===== config.mk =====
export PLATFORM = sky130hd
export DESIGN_NAME = mfb_decode_ctrl
export DESIGN_NICKNAME = d
export VERILOG_FILES = /design/src/rtl/mfb_pkg.sv /design/src/rtl/mfb_decode_ctrl.sv
export VERILOG_INCLUDE_DIRS = /design/src /design/src/rtl
export SDC_FILE = /design/constraint.sdc
export NUM_CORES = 1
export LEC_CHECK = 0
export BUFFER_PORTS_ARGS = -buffer_cell sky130_fd_sc_hd__buf_2
export CAP_MARGIN = 20
export CORE_ASPECT_RATIO = 2
export CORE_UTILIZATION = 42
export DETAILED_ROUTE_END_ITERATION = 10
export PLACE_DENSITY = 0.62
export RECOVER_POWER = 100
export SLEW_MARGIN = 20
export SYNTH_ARGS = -nofsm -noshare
export SYNTH_HDL_FRONTEND = slang
export SYNTH_SLANG_ARGS = --single-unit

===== constraint.sdc =====
create_clock -name mclk -period 3.19 [get_ports mclk]
set_input_delay 0.638 -clock mclk [delete_from_list [all_inputs] [get_ports mclk]]
set_output_delay 0.638 -clock mclk [all_outputs]
set_load 0.05 [all_outputs]

===== src/rtl/mfb_decode_defs.svh =====
// Constants for the multifunction board decode and control block.
`ifndef MFB_DECODE_DEFS_SVH
`define MFB_DECODE_DEFS_SVH
// Register byte offsets on the Wishbone bus.
`define MFB_REG_CFG   8'h00
`define MFB_REG_SLU   8'h04
`define MFB_REG_STAT  8'h08
`define MFB_REG_IRQ   8'h0C
`define MFB_REG_MASK  8'h10
// Reset values of the configuration registers.
`define MFB_CFG_RST   18'h3BD02
`define MFB_SLU_RST   12'h56A
`define MFB_IRQ_RST   4'h0
// Decoder input codes: tied low, true bit, complemented bit.
`define MFB_IN_GND    2'h0
`define MFB_IN_TRUE   2'h1
`define MFB_IN_COMP   2'h2
// ROM select sources.
`define MFB_ROM_GND   2'h0
`define MFB_ROM_RANGE 2'h1
`define MFB_ROM_BOOT  2'h2
// Address map pieces, 16-bit addressing.
`define MFB_IO_BANK   3'h7
`define MFB_BANK_1    4'h1
`define MFB_BANK_4    4'h4
`define MFB_ROM_HI    2'h0
`define MFB_BOOT_PAGE 7'h7B
`define MFB_SLU0_MASK 16'hFFE0
`define MFB_SLU0_BASE 16'hFD40
`define MFB_SLU1_MASK 16'hFDC0
`define MFB_SLU1_BASE 16'hFD40
// Timing: clock, refresh penalties (longest figures), line tick.
`define MFB_CLK_HZ     20000000
`define MFB_CLK_NS     50
`define MFB_ARB_MAX_NS 120
`define MFB_REF_MAX_NS 600
`define MFB_ARB_CYC    4'((`MFB_ARB_MAX_NS) / (`MFB_CLK_NS))
`define MFB_REF_CYC    4'((`MFB_REF_MAX_NS) / (`MFB_CLK_NS))
`define MFB_TICK_HZ    60
`define MFB_TICK_HALF  ((`MFB_CLK_HZ) / (2 * (`MFB_TICK_HZ)))
`endif


===== src/rtl/mfb_pkg.sv =====
// Types shared by the multifunction board decode and control block.
package mfb_pkg;
  // Configuration register layout.
  typedef struct packed {
    logic       eight1;
    logic       eight0;
    logic [2:0] baud1;
    logic [2:0] baud0;
    logic       clk_opt;
    logic       halt_opt;
    logic       boot_opt;
    logic       ram_32k;
    logic [2:0] ram_bank;
    logic       a13_comp;
    logic [1:0] rom_src;
  } mfb_cfg_type;
  // Serial line decoder input codes.
  typedef struct packed {
    logic [1:0] s1b9;
    logic [1:0] s1b5;
    logic [1:0] s1b4;
    logic [1:0] s1b3;
    logic [1:0] s0b4;
    logic [1:0] s0b3;
  } mfb_slu_type;
  // Latched decoder outputs.
  typedef struct packed {
    logic ram;
    logic rom;
    logic slu0;
    logic slu1;
  } mfb_dec_type;
  // Open-collector pins.
  typedef struct packed {
    logic bus_power_ok;
    logic bus_halt_req;
    logic line_clock_event_req;
    logic framing_err_out;
  } mfb_od_type;
  // Inputs that arrive from outside the clock domain.
  typedef struct packed {
    logic sync;
    logic din;
    logic dout;
    logic init;
    logic pok;
    logic halt;
    logic evnt;
    logic fe;
  } mfb_async_type;
  typedef enum logic [1:0] {
    ST_IDLE  = 2'h0,
    ST_PEN   = 2'h1,
    ST_REPLY = 2'h3
  } mfb_state_type;
endpackage


===== src/rtl/mfb_decode_ctrl.sv =====
// Address decoding, break handling, line tick and refresh reply timing.
//
// Design decisions made here: the placing of the registers and register access over Wishbone.
`include "mfb_decode_defs.svh"
`timescale 1ns/1ps
`default_nettype none
module mfb_decode_ctrl #(
  parameter int unsigned TICK_HALF = `MFB_TICK_HALF
) (
  input  wire logic                mclk,          // System clock, 20 MHz.
  input  wire logic                rstn,          // Asynchronous reset, active low.
  input  wire logic                wb_cyc_i,      // Wishbone cycle.
  input  wire logic                wb_stb_i,      // Wishbone strobe.
  input  wire logic                wb_we_i,       // Wishbone write enable.
  input  wire logic [7:0]          wb_adr_i,      // Wishbone byte address.
  input  wire logic [3:0]          wb_sel_i,      // Wishbone byte lanes.
  input  wire logic [31:0]         wb_dat_i,      // Wishbone write data.
  output logic      [31:0]         wb_dat_o,      // Wishbone read data.
  output logic                     wb_ack_o,      // Wishbone acknowledge.
  input  wire logic [15:0]         bus_addr,      // System bus address.
  input  wire logic                bus_sync,      // Addressing phase marker.
  input  wire logic                bus_din,       // Read data strobe.
  input  wire logic                bus_dout,      // Write data strobe.
  input  wire logic                bus_init,      // Bus initialize.
  input  wire mfb_pkg::mfb_od_type od_i,          // Open-collector pin levels.
  output var  mfb_pkg::mfb_od_type od_o,          // Open-collector pin data.
  output var  mfb_pkg::mfb_od_type od_oe_n,       // Low while pulling a pin.
  input  wire logic                refresh_req,   // Refresh engine request.
  input  wire logic                refresh_busy,  // Refresh cycle in progress.
  input  wire logic                fe_detect,     // Framing error pulse.
  input  wire logic                char_ok,       // Good character pulse.
  output var  mfb_pkg::mfb_dec_type dec_o,        // Latched unit selects.
  output var  mfb_pkg::mfb_cfg_type cfg_o,        // Format and rate selects.
  output logic                     mem_reply,     // Memory reply.
  output logic                     irq            // Interrupt, active high.
);
  import mfb_pkg::*;

  mfb_cfg_type   cfg_reg;
  mfb_slu_type   slu_reg;
  mfb_async_type s1_reg, s2_reg, s3_reg, flt_reg;
  mfb_dec_type   dec_reg;
  mfb_od_type    oe_n_reg;
  mfb_state_type state_reg;
  logic [15:0]   a1_reg, a2_reg, a3_reg, lat_reg;
  logic [3:0]    pen_reg, pen_next, ist_reg, imask_reg, iset;
  logic [17:0]   tick_cnt_reg;
  logic [31:0]   rdat;
  logic          sync_d_reg, fe_reg, tick_reg, tick_d_reg, ack_reg, reply_reg;
  logic          irq_reg, sync_rise, strobe, start, wr;

  // Polarity select for one decoder input.
  function automatic logic pol(input logic [1:0] code, input logic bit_v);
    pol = (code == `MFB_IN_TRUE) ? bit_v : (code == `MFB_IN_COMP) ? ~bit_v : 1'b0;
  endfunction

  // Byte-lane merge for register writes.
  function automatic logic [31:0] merge(input logic [31:0] old, input logic [31:0] nw, input logic [3:0] sel);
    merge = old;
    for (int i = 0; i < 4; i++) begin
      if (sel[i]) begin
        merge[8*i +: 8] = nw[8*i +: 8];
      end
    end
  endfunction

  // Full decode of one latched address.
  function automatic mfb_dec_type decode(input logic [15:0] a, input mfb_cfg_type c, input mfb_slu_type s);
    logic [3:0] bank;
    logic [3:0] start_b;
    logic       range_hit;
    logic       boot_hit;
    bank      = {1'b0, a[15:13]};
    start_b   = {1'b0, c.ram_bank};
    range_hit = (a[15:14] == `MFB_ROM_HI) && (a[13] == c.a13_comp);
    boot_hit  = (a[15:9] == `MFB_BOOT_PAGE);
    decode.ram = (a[15:13] != `MFB_IO_BANK) && (bank >= start_b)
               && (bank < start_b + (c.ram_32k ? `MFB_BANK_4 : `MFB_BANK_1));
    // ROM and RAM are decoded side by side with no overlay arbitration.
    decode.rom = (c.rom_src == `MFB_ROM_RANGE) ? range_hit
               : (c.rom_src == `MFB_ROM_BOOT) ? boot_hit : 1'b0;
    decode.slu0 = ((a & `MFB_SLU0_MASK) == `MFB_SLU0_BASE)
                && pol(s.s0b3, a[3]) && pol(s.s0b4, a[4]);
    decode.slu1 = ((a & `MFB_SLU1_MASK) == `MFB_SLU1_BASE)
                && pol(s.s1b3, a[3]) && pol(s.s1b4, a[4])
                && pol(s.s1b5, a[5]) && pol(s.s1b9, a[9]);
  endfunction

  // Three-stage synchronisers; a change counts once stages two and three agree.
  always_ff @(posedge mclk or negedge rstn) begin
    if (!rstn) begin
      s1_reg  <= '0;
      s2_reg  <= '0;
      s3_reg  <= '0;
      flt_reg <= '0;
      a1_reg  <= '0;
      a2_reg  <= '0;
      a3_reg  <= '0;
    end else begin
      s1_reg  <= '{bus_sync, bus_din, bus_dout, bus_init, od_i.bus_power_ok,
                   od_i.bus_halt_req, od_i.line_clock_event_req, od_i.framing_err_out};
      s2_reg  <= s1_reg;
      s3_reg  <= s2_reg;
      flt_reg <= mfb_async_type'((s2_reg & s3_reg) | (flt_reg & (s2_reg | s3_reg)));
      a1_reg  <= bus_addr;
      a2_reg  <= a1_reg;
      a3_reg  <= a2_reg;
    end
  end

  assign sync_rise = flt_reg.sync && !sync_d_reg;
  assign strobe    = flt_reg.din || flt_reg.dout;

  // Address latch and decode, held for the whole bus cycle.
  always_ff @(posedge mclk or negedge rstn) begin
    if (!rstn) begin
      sync_d_reg <= 1'b0;
      lat_reg    <= '0;
      dec_reg    <= '0;
    end else begin
      sync_d_reg <= flt_reg.sync;
      if (flt_reg.init || !flt_reg.sync) begin
        dec_reg <= '0;
      end else if (sync_rise) begin
        lat_reg <= a3_reg;
        dec_reg <= decode(a3_reg, cfg_reg, slu_reg);
      end
    end
  end

  // Memory reply timing with refresh penalties.
  assign start = (state_reg == ST_IDLE) && strobe && (dec_reg.ram || dec_reg.rom);
  always_comb begin
    pen_next = pen_reg;
    if (start) begin
      pen_next = refresh_busy ? `MFB_REF_CYC : refresh_req ? `MFB_ARB_CYC : '0;
    end else if (state_reg == ST_PEN && pen_reg != '0) begin
      pen_next = pen_reg - 4'h1;
    end
  end

  always_ff @(posedge mclk or negedge rstn) begin
    if (!rstn) begin
      state_reg <= ST_IDLE;
      pen_reg   <= '0;
      reply_reg <= 1'b0;
    end else begin
      pen_reg <= pen_next;
      case (state_reg)
        ST_IDLE: begin
          if (start) begin
            state_reg <= ST_PEN;
          end
        end
        ST_PEN: begin
          if (!strobe) begin
            state_reg <= ST_IDLE;
          end else if (pen_reg == '0) begin
            state_reg <= ST_REPLY;
            reply_reg <= 1'b1;
          end
        end
        ST_REPLY: begin
          if (!strobe) begin
            state_reg <= ST_IDLE;
            reply_reg <= 1'b0;
          end
        end
        default: begin
          state_reg <= ST_IDLE;
          reply_reg <= 1'b0;
        end
      endcase
    end
  end

  // Framing error latch; a new error beats a same-cycle clear.
  always_ff @(posedge mclk or negedge rstn) begin
    if (!rstn) begin
      fe_reg <= 1'b0;
    end else if (fe_detect) begin
      fe_reg <= 1'b1;
    end else if (flt_reg.init || char_ok) begin
      fe_reg <= 1'b0;
    end
  end

  // Line tick: half-period counter; the square wave is slow, so no prescaler.
  always_ff @(posedge mclk or negedge rstn) begin
    if (!rstn) begin
      tick_cnt_reg <= '0;
      tick_reg     <= 1'b0;
      tick_d_reg   <= 1'b0;
    end else begin
      tick_d_reg <= tick_reg;
      if (tick_cnt_reg >= 18'(TICK_HALF - 1)) begin
        tick_cnt_reg <= '0;
        tick_reg     <= ~tick_reg;
      end else begin
        tick_cnt_reg <= tick_cnt_reg + 18'h1;
      end
    end
  end

  // Open-collector pulls; data is always low, the enable does the work.
  always_ff @(posedge mclk or negedge rstn) begin
    if (!rstn) begin
      oe_n_reg <= '1;
    end else begin
      oe_n_reg.bus_power_ok         <= !(fe_reg && cfg_reg.boot_opt);
      oe_n_reg.bus_halt_req         <= !(fe_reg && cfg_reg.halt_opt);
      oe_n_reg.line_clock_event_req <= !(!tick_reg && cfg_reg.clk_opt);
      oe_n_reg.framing_err_out      <= !fe_reg;
    end
  end

  // Wishbone slave: one-cycle registered acknowledge, unmapped reads give zero.
  // The write lands on the edge at which the master samples ack, never before it.
  assign wr = wb_cyc_i && wb_stb_i && wb_we_i && ack_reg;
  always_comb begin
    rdat = '0;
    if (wb_adr_i == `MFB_REG_CFG) begin
      rdat = 32'(cfg_reg);
    end else if (wb_adr_i == `MFB_REG_SLU) begin
      rdat = 32'(slu_reg);
    end else if (wb_adr_i == `MFB_REG_STAT) begin
      rdat = 32'({flt_reg.pok, flt_reg.halt, flt_reg.evnt, flt_reg.fe,
                  state_reg, dec_reg, fe_reg});
    end else if (wb_adr_i == `MFB_REG_IRQ) begin
      rdat = 32'(ist_reg);
    end else if (wb_adr_i == `MFB_REG_MASK) begin
      rdat = 32'(imask_reg);
    end
  end

  always_ff @(posedge mclk or negedge rstn) begin
    if (!rstn) begin
      ack_reg  <= 1'b0;
      wb_dat_o <= '0;
    end else begin
      ack_reg  <= wb_cyc_i && wb_stb_i && !ack_reg;
      wb_dat_o <= (wb_cyc_i && wb_stb_i && !ack_reg) ? rdat : '0;
    end
  end

  // Configuration registers steer the decoders, pin pulls and interrupt mask.
  always_ff @(posedge mclk or negedge rstn) begin
    if (!rstn) begin
      cfg_reg   <= `MFB_CFG_RST;
      slu_reg   <= `MFB_SLU_RST;
      imask_reg <= `MFB_IRQ_RST;
    end else if (wr) begin
      if (wb_adr_i == `MFB_REG_CFG) begin
        cfg_reg <= mfb_cfg_type'(18'(merge(32'(cfg_reg), wb_dat_i, wb_sel_i)));
      end else if (wb_adr_i == `MFB_REG_SLU) begin
        slu_reg <= mfb_slu_type'(12'(merge(32'(slu_reg), wb_dat_i, wb_sel_i)));
      end else if (wb_adr_i == `MFB_REG_MASK) begin
        imask_reg <= 4'(merge(32'(imask_reg), wb_dat_i, wb_sel_i));
      end
    end
  end

  // Sticky events: framing error, refresh conflict, bus initialize, tick edge.
  assign iset = {tick_reg && !tick_d_reg, flt_reg.init,
                 start && refresh_busy, fe_detect};
  always_ff @(posedge mclk or negedge rstn) begin
    if (!rstn) begin
      ist_reg <= `MFB_IRQ_RST;
      irq_reg <= 1'b0;
    end else begin
      if (wr && wb_adr_i == `MFB_REG_IRQ && wb_sel_i[0]) begin
        ist_reg <= (ist_reg & ~wb_dat_i[3:0]) | iset;
      end else begin
        ist_reg <= ist_reg | iset;
      end
      irq_reg <= |(ist_reg & imask_reg);
    end
  end

  assign wb_ack_o  = ack_reg;
  assign od_o      = '0;
  assign od_oe_n   = oe_n_reg;
  assign dec_o     = dec_reg;
  assign cfg_o     = cfg_reg;
  assign mem_reply = reply_reg;
  assign irq       = irq_reg;
endmodule // mfb_decode_ctrl
`default_nettype wire


# Word level (Yosys, flattened, before mapping)
# Index checks and enable logic that the tools add are counted.
# Widths: inputs -> output; s select.
# word_totals
reg_bits	189
word_cells	220
out_inout_bits	65
input_bits	77
# classes
n_bitwise	17
mux	40
n_addsub	3
eq_ne	30
n_lt_le_gt_ge	3
n_reduce_logical	54
# ops
operator	n
$mux 18	2
$mux 32	1
$mux 4	8
$logic_and 1x1->1	24
$mux 1	19
$add 18x1->18 const B	1
$ge 18x18->1 const B	1
$and 8x8->8	2
$eq 2x1->1 const B	8
$eq 2x2->1 const B	8
$eq 8x4->1 const B	2
$or 8x8->8	2
$mux 12	1
$reduce_and 3->1	4
$reduce_and 4->1	3
$eq 11x11->1 const B	1
$mux 11	1
$mux 2	5
$eq 9x9->1 const B	1
$logic_not 1->1	9
$and 4x4->4	2
$eq 8x3->1 const B	1
$eq 8x5->1 const B	1
$logic_not 8->1	1
23 further kinds	39

# Logic depth before layout (Yosys ltp)
# depth
word_depth	9
depth_mapped	9

# Worst setup path after synthesis
# Ideal clock, no wire load.
# synth_timing
path_type	input port to flip-flop
startpoint	in wb_adr_i[1]
endpoint	reg slu_reg[0] (netlist bit)
setup_slack_ps	905
path_buffers	1
setup_time_ps	125
t_arrival_ps	2160
cell_stages	5
required_time_ps	3065
cell_sequence	or4_4 > nor4_4 > and3_1 > buf_4 > mux2_2
# synth_between
elab_chain_cells	3
word_cells_on_any_way	4
# synth_lines
item	line_no	rtl
start, declared	mfb_decode_ctrl.sv:15	input wire logic [7:0] wb_adr_i,
$logic_not 8->1 (no line)	n/a	
$not 1->1 (no line)	n/a	
$reduce_and 4->1 (no line) (*)	n/a	
end signal, assigned	mfb_decode_ctrl.sv:250	slu_reg <= `MFB_SLU_RST;
end signal, assigned	mfb_decode_ctrl.sv:256	slu_reg <= mfb_slu_type'(12'(merge(32'(slu_reg), wb_dat_i, wb_sel_i)));
end, declared	mfb_decode_ctrl.sv:40	mfb_slu_type slu_reg;
# Mark *: on every way between the ends. The rest lies on a longest branch, timed or not.
# A chain may end at the register's enable or synchronous reset.

# Final worst setup path
# layout_timing
startpoint	in wb_adr_i[1]
endpoint	reg cfg_reg, in the netlist cfg_o[4]
# layout_between
elab_chain_cells	2
# layout_lines
item	line_no	rtl
$logic_not 8->1 (no line)	n/a	
$reduce_and 3->1 (no line)	n/a	
end signal, assigned	mfb_decode_ctrl.sv:249	cfg_reg <= `MFB_CFG_RST;
end signal, assigned	mfb_decode_ctrl.sv:254	cfg_reg <= mfb_cfg_type'(18'(merge(32'(cfg_reg), wb_dat_i, wb_sel_i)));
end, declared	mfb_decode_ctrl.sv:39	mfb_cfg_type cfg_reg;
# Every way passes these cells.

==> qor.csv <==
metric;value;unit
status;complete, but fails checks;
failing checks;capacitance limit, slew limit;
GR Overflow Total;0;
Leak;3.58;nW
Setup Skew;0.00680;ns
number of remaining DRC errors;0;
Area Overhead vs Synth;18.3;%
grt met2 use;33.4;%
Detailed Place HPWL;10500;um
CTS Sinks;166;
Die Footprint;16000;um^2
die height;178;um
Final Hold Vio Count;0;
Via Count;4300;
CP max-delay cell;or4_1;
Seq/Total Area, Yosys;64.1;%
vias in the first global route;4332;
largest net degree at the start of global routing;72;
Slew Viols, Final;71;
CP Cell Sequence;buf_2 -> or4_1 -> nor4_1 -> nand3_1 -> mux2_2;
non-filler cells, final;843;
Root Buffer;clkbuf_16;
Diodes inserted;0;
worst slew pin tran;1.82;ns
Synth top area share;56.5;%
DRT antenna net count;0;
CP delay by family, top;simple AND/OR/NAND/NOR gates;
Initial DRC Count;221;
global-route met1 utilization;19.8;%
power density over the cells;600;nW/um^2
Wirelength per Cell;17.0;um
Tcrit/Tclk final;81.7;%
library cells used by synthesis;51;
synthesized flop and latch total;166;
setup bufs post-CTS;0;
initial antenna violation count;0;
grt met3 use;4.90;%
nets;721;
unrepaired setup endpoints after global routing;no;
CTS max path bufs;2;
Max H-tree Level;4;
Die X;90.1;um
Overall Global Routing Usage;18.9;%
dpl cells;811;
vias per inst;5.10;
Peak VDD IR;0.000392;V
Cells after Synth;515;
Critical Path Start Type;input port;
critical path required time;3.50;ns
CTS tree;built;
Max FO, Critical Path;8;
Core ar.;15200;um^2
Ports;142;
layer with the highest usage;met2;
first-pass GRT wire length;22700;um
crit end category;flop;
post-cts gate resize count;0;
Final GP Congestion;0.818;
Starting Density;42.8;%
Clk Latency, worst-skew pair;0.43;ns
# port buffers;105;
Synth warnings;0;
Max Fclk;0.384;GHz
Post-CTS Hold Buffers;0;
most area-hungry cell type in the Yosys netlist;dfrtp_1;
crit path DAT;2.92;ns
Inserted Clock Buffers;17;
Slew headroom;-21.5;%
crit path time final;2.61;ns
setup violators final;0;
Syn Area/Cell;12.7;um^2
synthesized cell area;6520;um^2
CP max stage delay;0.60;ns
setup TNS;0;ns
R2R Setup Slk;0.72;ns
max-cap violations;1;
CTS clk-pin slew, worst paths;0.07;ns
routed wire length;14400;um
# rows;64;
Buf/Inv on CP;1;
crit path kind;in2reg;
Pre-antenna DRT Iters;5;
layout cells sized above 1;22.9;%
Hold Crit Class;in2reg;
Filler Cell Count;1412;
synth top area cells;dfrtp_1 (56%), dfstp_2 (7.7%), mux2_2 (5.7%);
-- path summary, 6_finish.rpt --
| kind | startpoint | cells past startpoint | to |
|---|---|---|---|
| min in group asynchronous | rstn | 1 | s1_reg[4] |
| min reg2reg | a2_reg[8] | 0 | a3_reg[8] |
| max reg2reg | tick_cnt_reg[1] | 7 | tick_reg |
| max | wb_adr_i[1] | 5 | cfg_o[4] |
| min | bus_addr[15] | 1 | a1_reg[15] |
| max in group asynchronous | rstn | 2 | slu_reg[2] |
-- cells by family after synthesis --
group,count (synthesis),synth area share (%)
flops,166,64.1
simple gates,160,12.9
compound gates,65,6.64
buf+inv,47,3.86
mux,36,6.16
fa+ha+maj,20,3.53
xor+xnor,20,2.69
other cells,1,0.0575
-- power by group --
group	internal, mW	leakage [nW]	total, mW	switching (mW)
clock network	1.06	0.295	2.03	0.967
logic	0.106	1.26	0.323	0.217
registers	2.20	2.03	2.27	0.0737
total	3.37	3.58	4.63	1.26
-- synth_stat cells (all sizes together) --
| cell | instances |
|---|---|
| dfrtp | 147 |
| and2 | 7 |
| a2111oi | 8 |
| a21oi | 16 |
| xor2 | 16 |
| or2 | 1 |
| o21ai | 16 |
| nand3 | 9 |
| o22ai | 3 |
| buf | 24 |
| inv | 19 |
| a22o | 4 |
| and3 | 8 |
| a21o | 4 |
| nor2b | 9 |
| or3b | 2 |
| nand3b | 1 |
| a311oi | 1 |
| and4 | 4 |
| nand4 | 4 |
| nand2 | 44 |
| conb | 1 |
| ha | 12 |
| maj3 | 8 |
| o211a | 4 |
| nor3b | 2 |
| nor4bb | 1 |
| o41ai | 1 |
| dfstp | 19 |
| nand2b | 5 |
| xnor2 | 4 |
| mux2 | 33 |
| nand4b | 2 |
| or4 | 3 |
| a211o | 1 |
| and3b | 1 |
| nor2 | 45 |
| o31ai | 1 |
| mux2i | 3 |
| nor4 | 4 |
| clkbuf | 4 |
| nor3 | 8 |
| a22oi | 6 |
-- stage by stage --
stage	instance area [um^2]	hold WS, ns	utilization [%]	power (mW)	setup slack, ns
6_report	7710	0.309	50.7	4.63	0.583
5_1_grt	7710	0.286	50.7	4.81	0.451
3_5_place_dp	7220	0.335	47.5	2.64	0.469
4_1_cts	7830	0.237	51.4	4.69	0.719
2_1_floorplan	6580	0.331	-	2.50	0.905
3_3_place_gp	7220	0.332	47.5	2.62	0.506
-- final cells by class --
| cell class | instances | area (um^2) | share of cell area [%] |
|---|---|---|---|
| Inverter | 19 | 71.3 | 0.925 |
| Multi-Input combinational cell | 319 | 2100 | 27.2 |
| Timing Repair Buffer | 109 | 509 | 6.61 |
| Clock buffer | 17 | 425 | 5.52 |
| Clock inverter | 15 | 179 | 2.32 |
| Tap cell | 198 | 248 | 3.21 |
| Sequential cell | 166 | 4180 | 54.2 |
-- layer usage --
metal / share of wire, % / wire length [um]
met5: 0 / 0
met3: 4.8 / 688
met2: 55 / 7830
met4: 5.0 / 717
met1: 36 / 5120
-- placed cells by master (no fill, tap or decap), types with 5 or more instances in the layout --
master	Yosys	layout
buf_2	3	57
mux2_2	33	33
a2111oi_0	8	8
a21oi_1	16	16
maj3_1	8	8
nand2b_1	5	5
inv_1	19	19
nand3_1	7	9
clkbuf_1	4	47
and3_1	8	8
clkbuf_16	0	17
conb_1	1	18
nand2_1	43	44
dfrtp_1	147	147
nor2_1	45	45
nor3_1	5	8
a22oi_1	6	6
ha_1	12	12
xor2_1	16	16
o21ai_0	16	16
and2_0	0	5
inv_6	0	5
nor2b_1	9	9
dfstp_2	19	18
clkinv_8	0	5
Note: power is estimated with default switching activity, not from simulation.
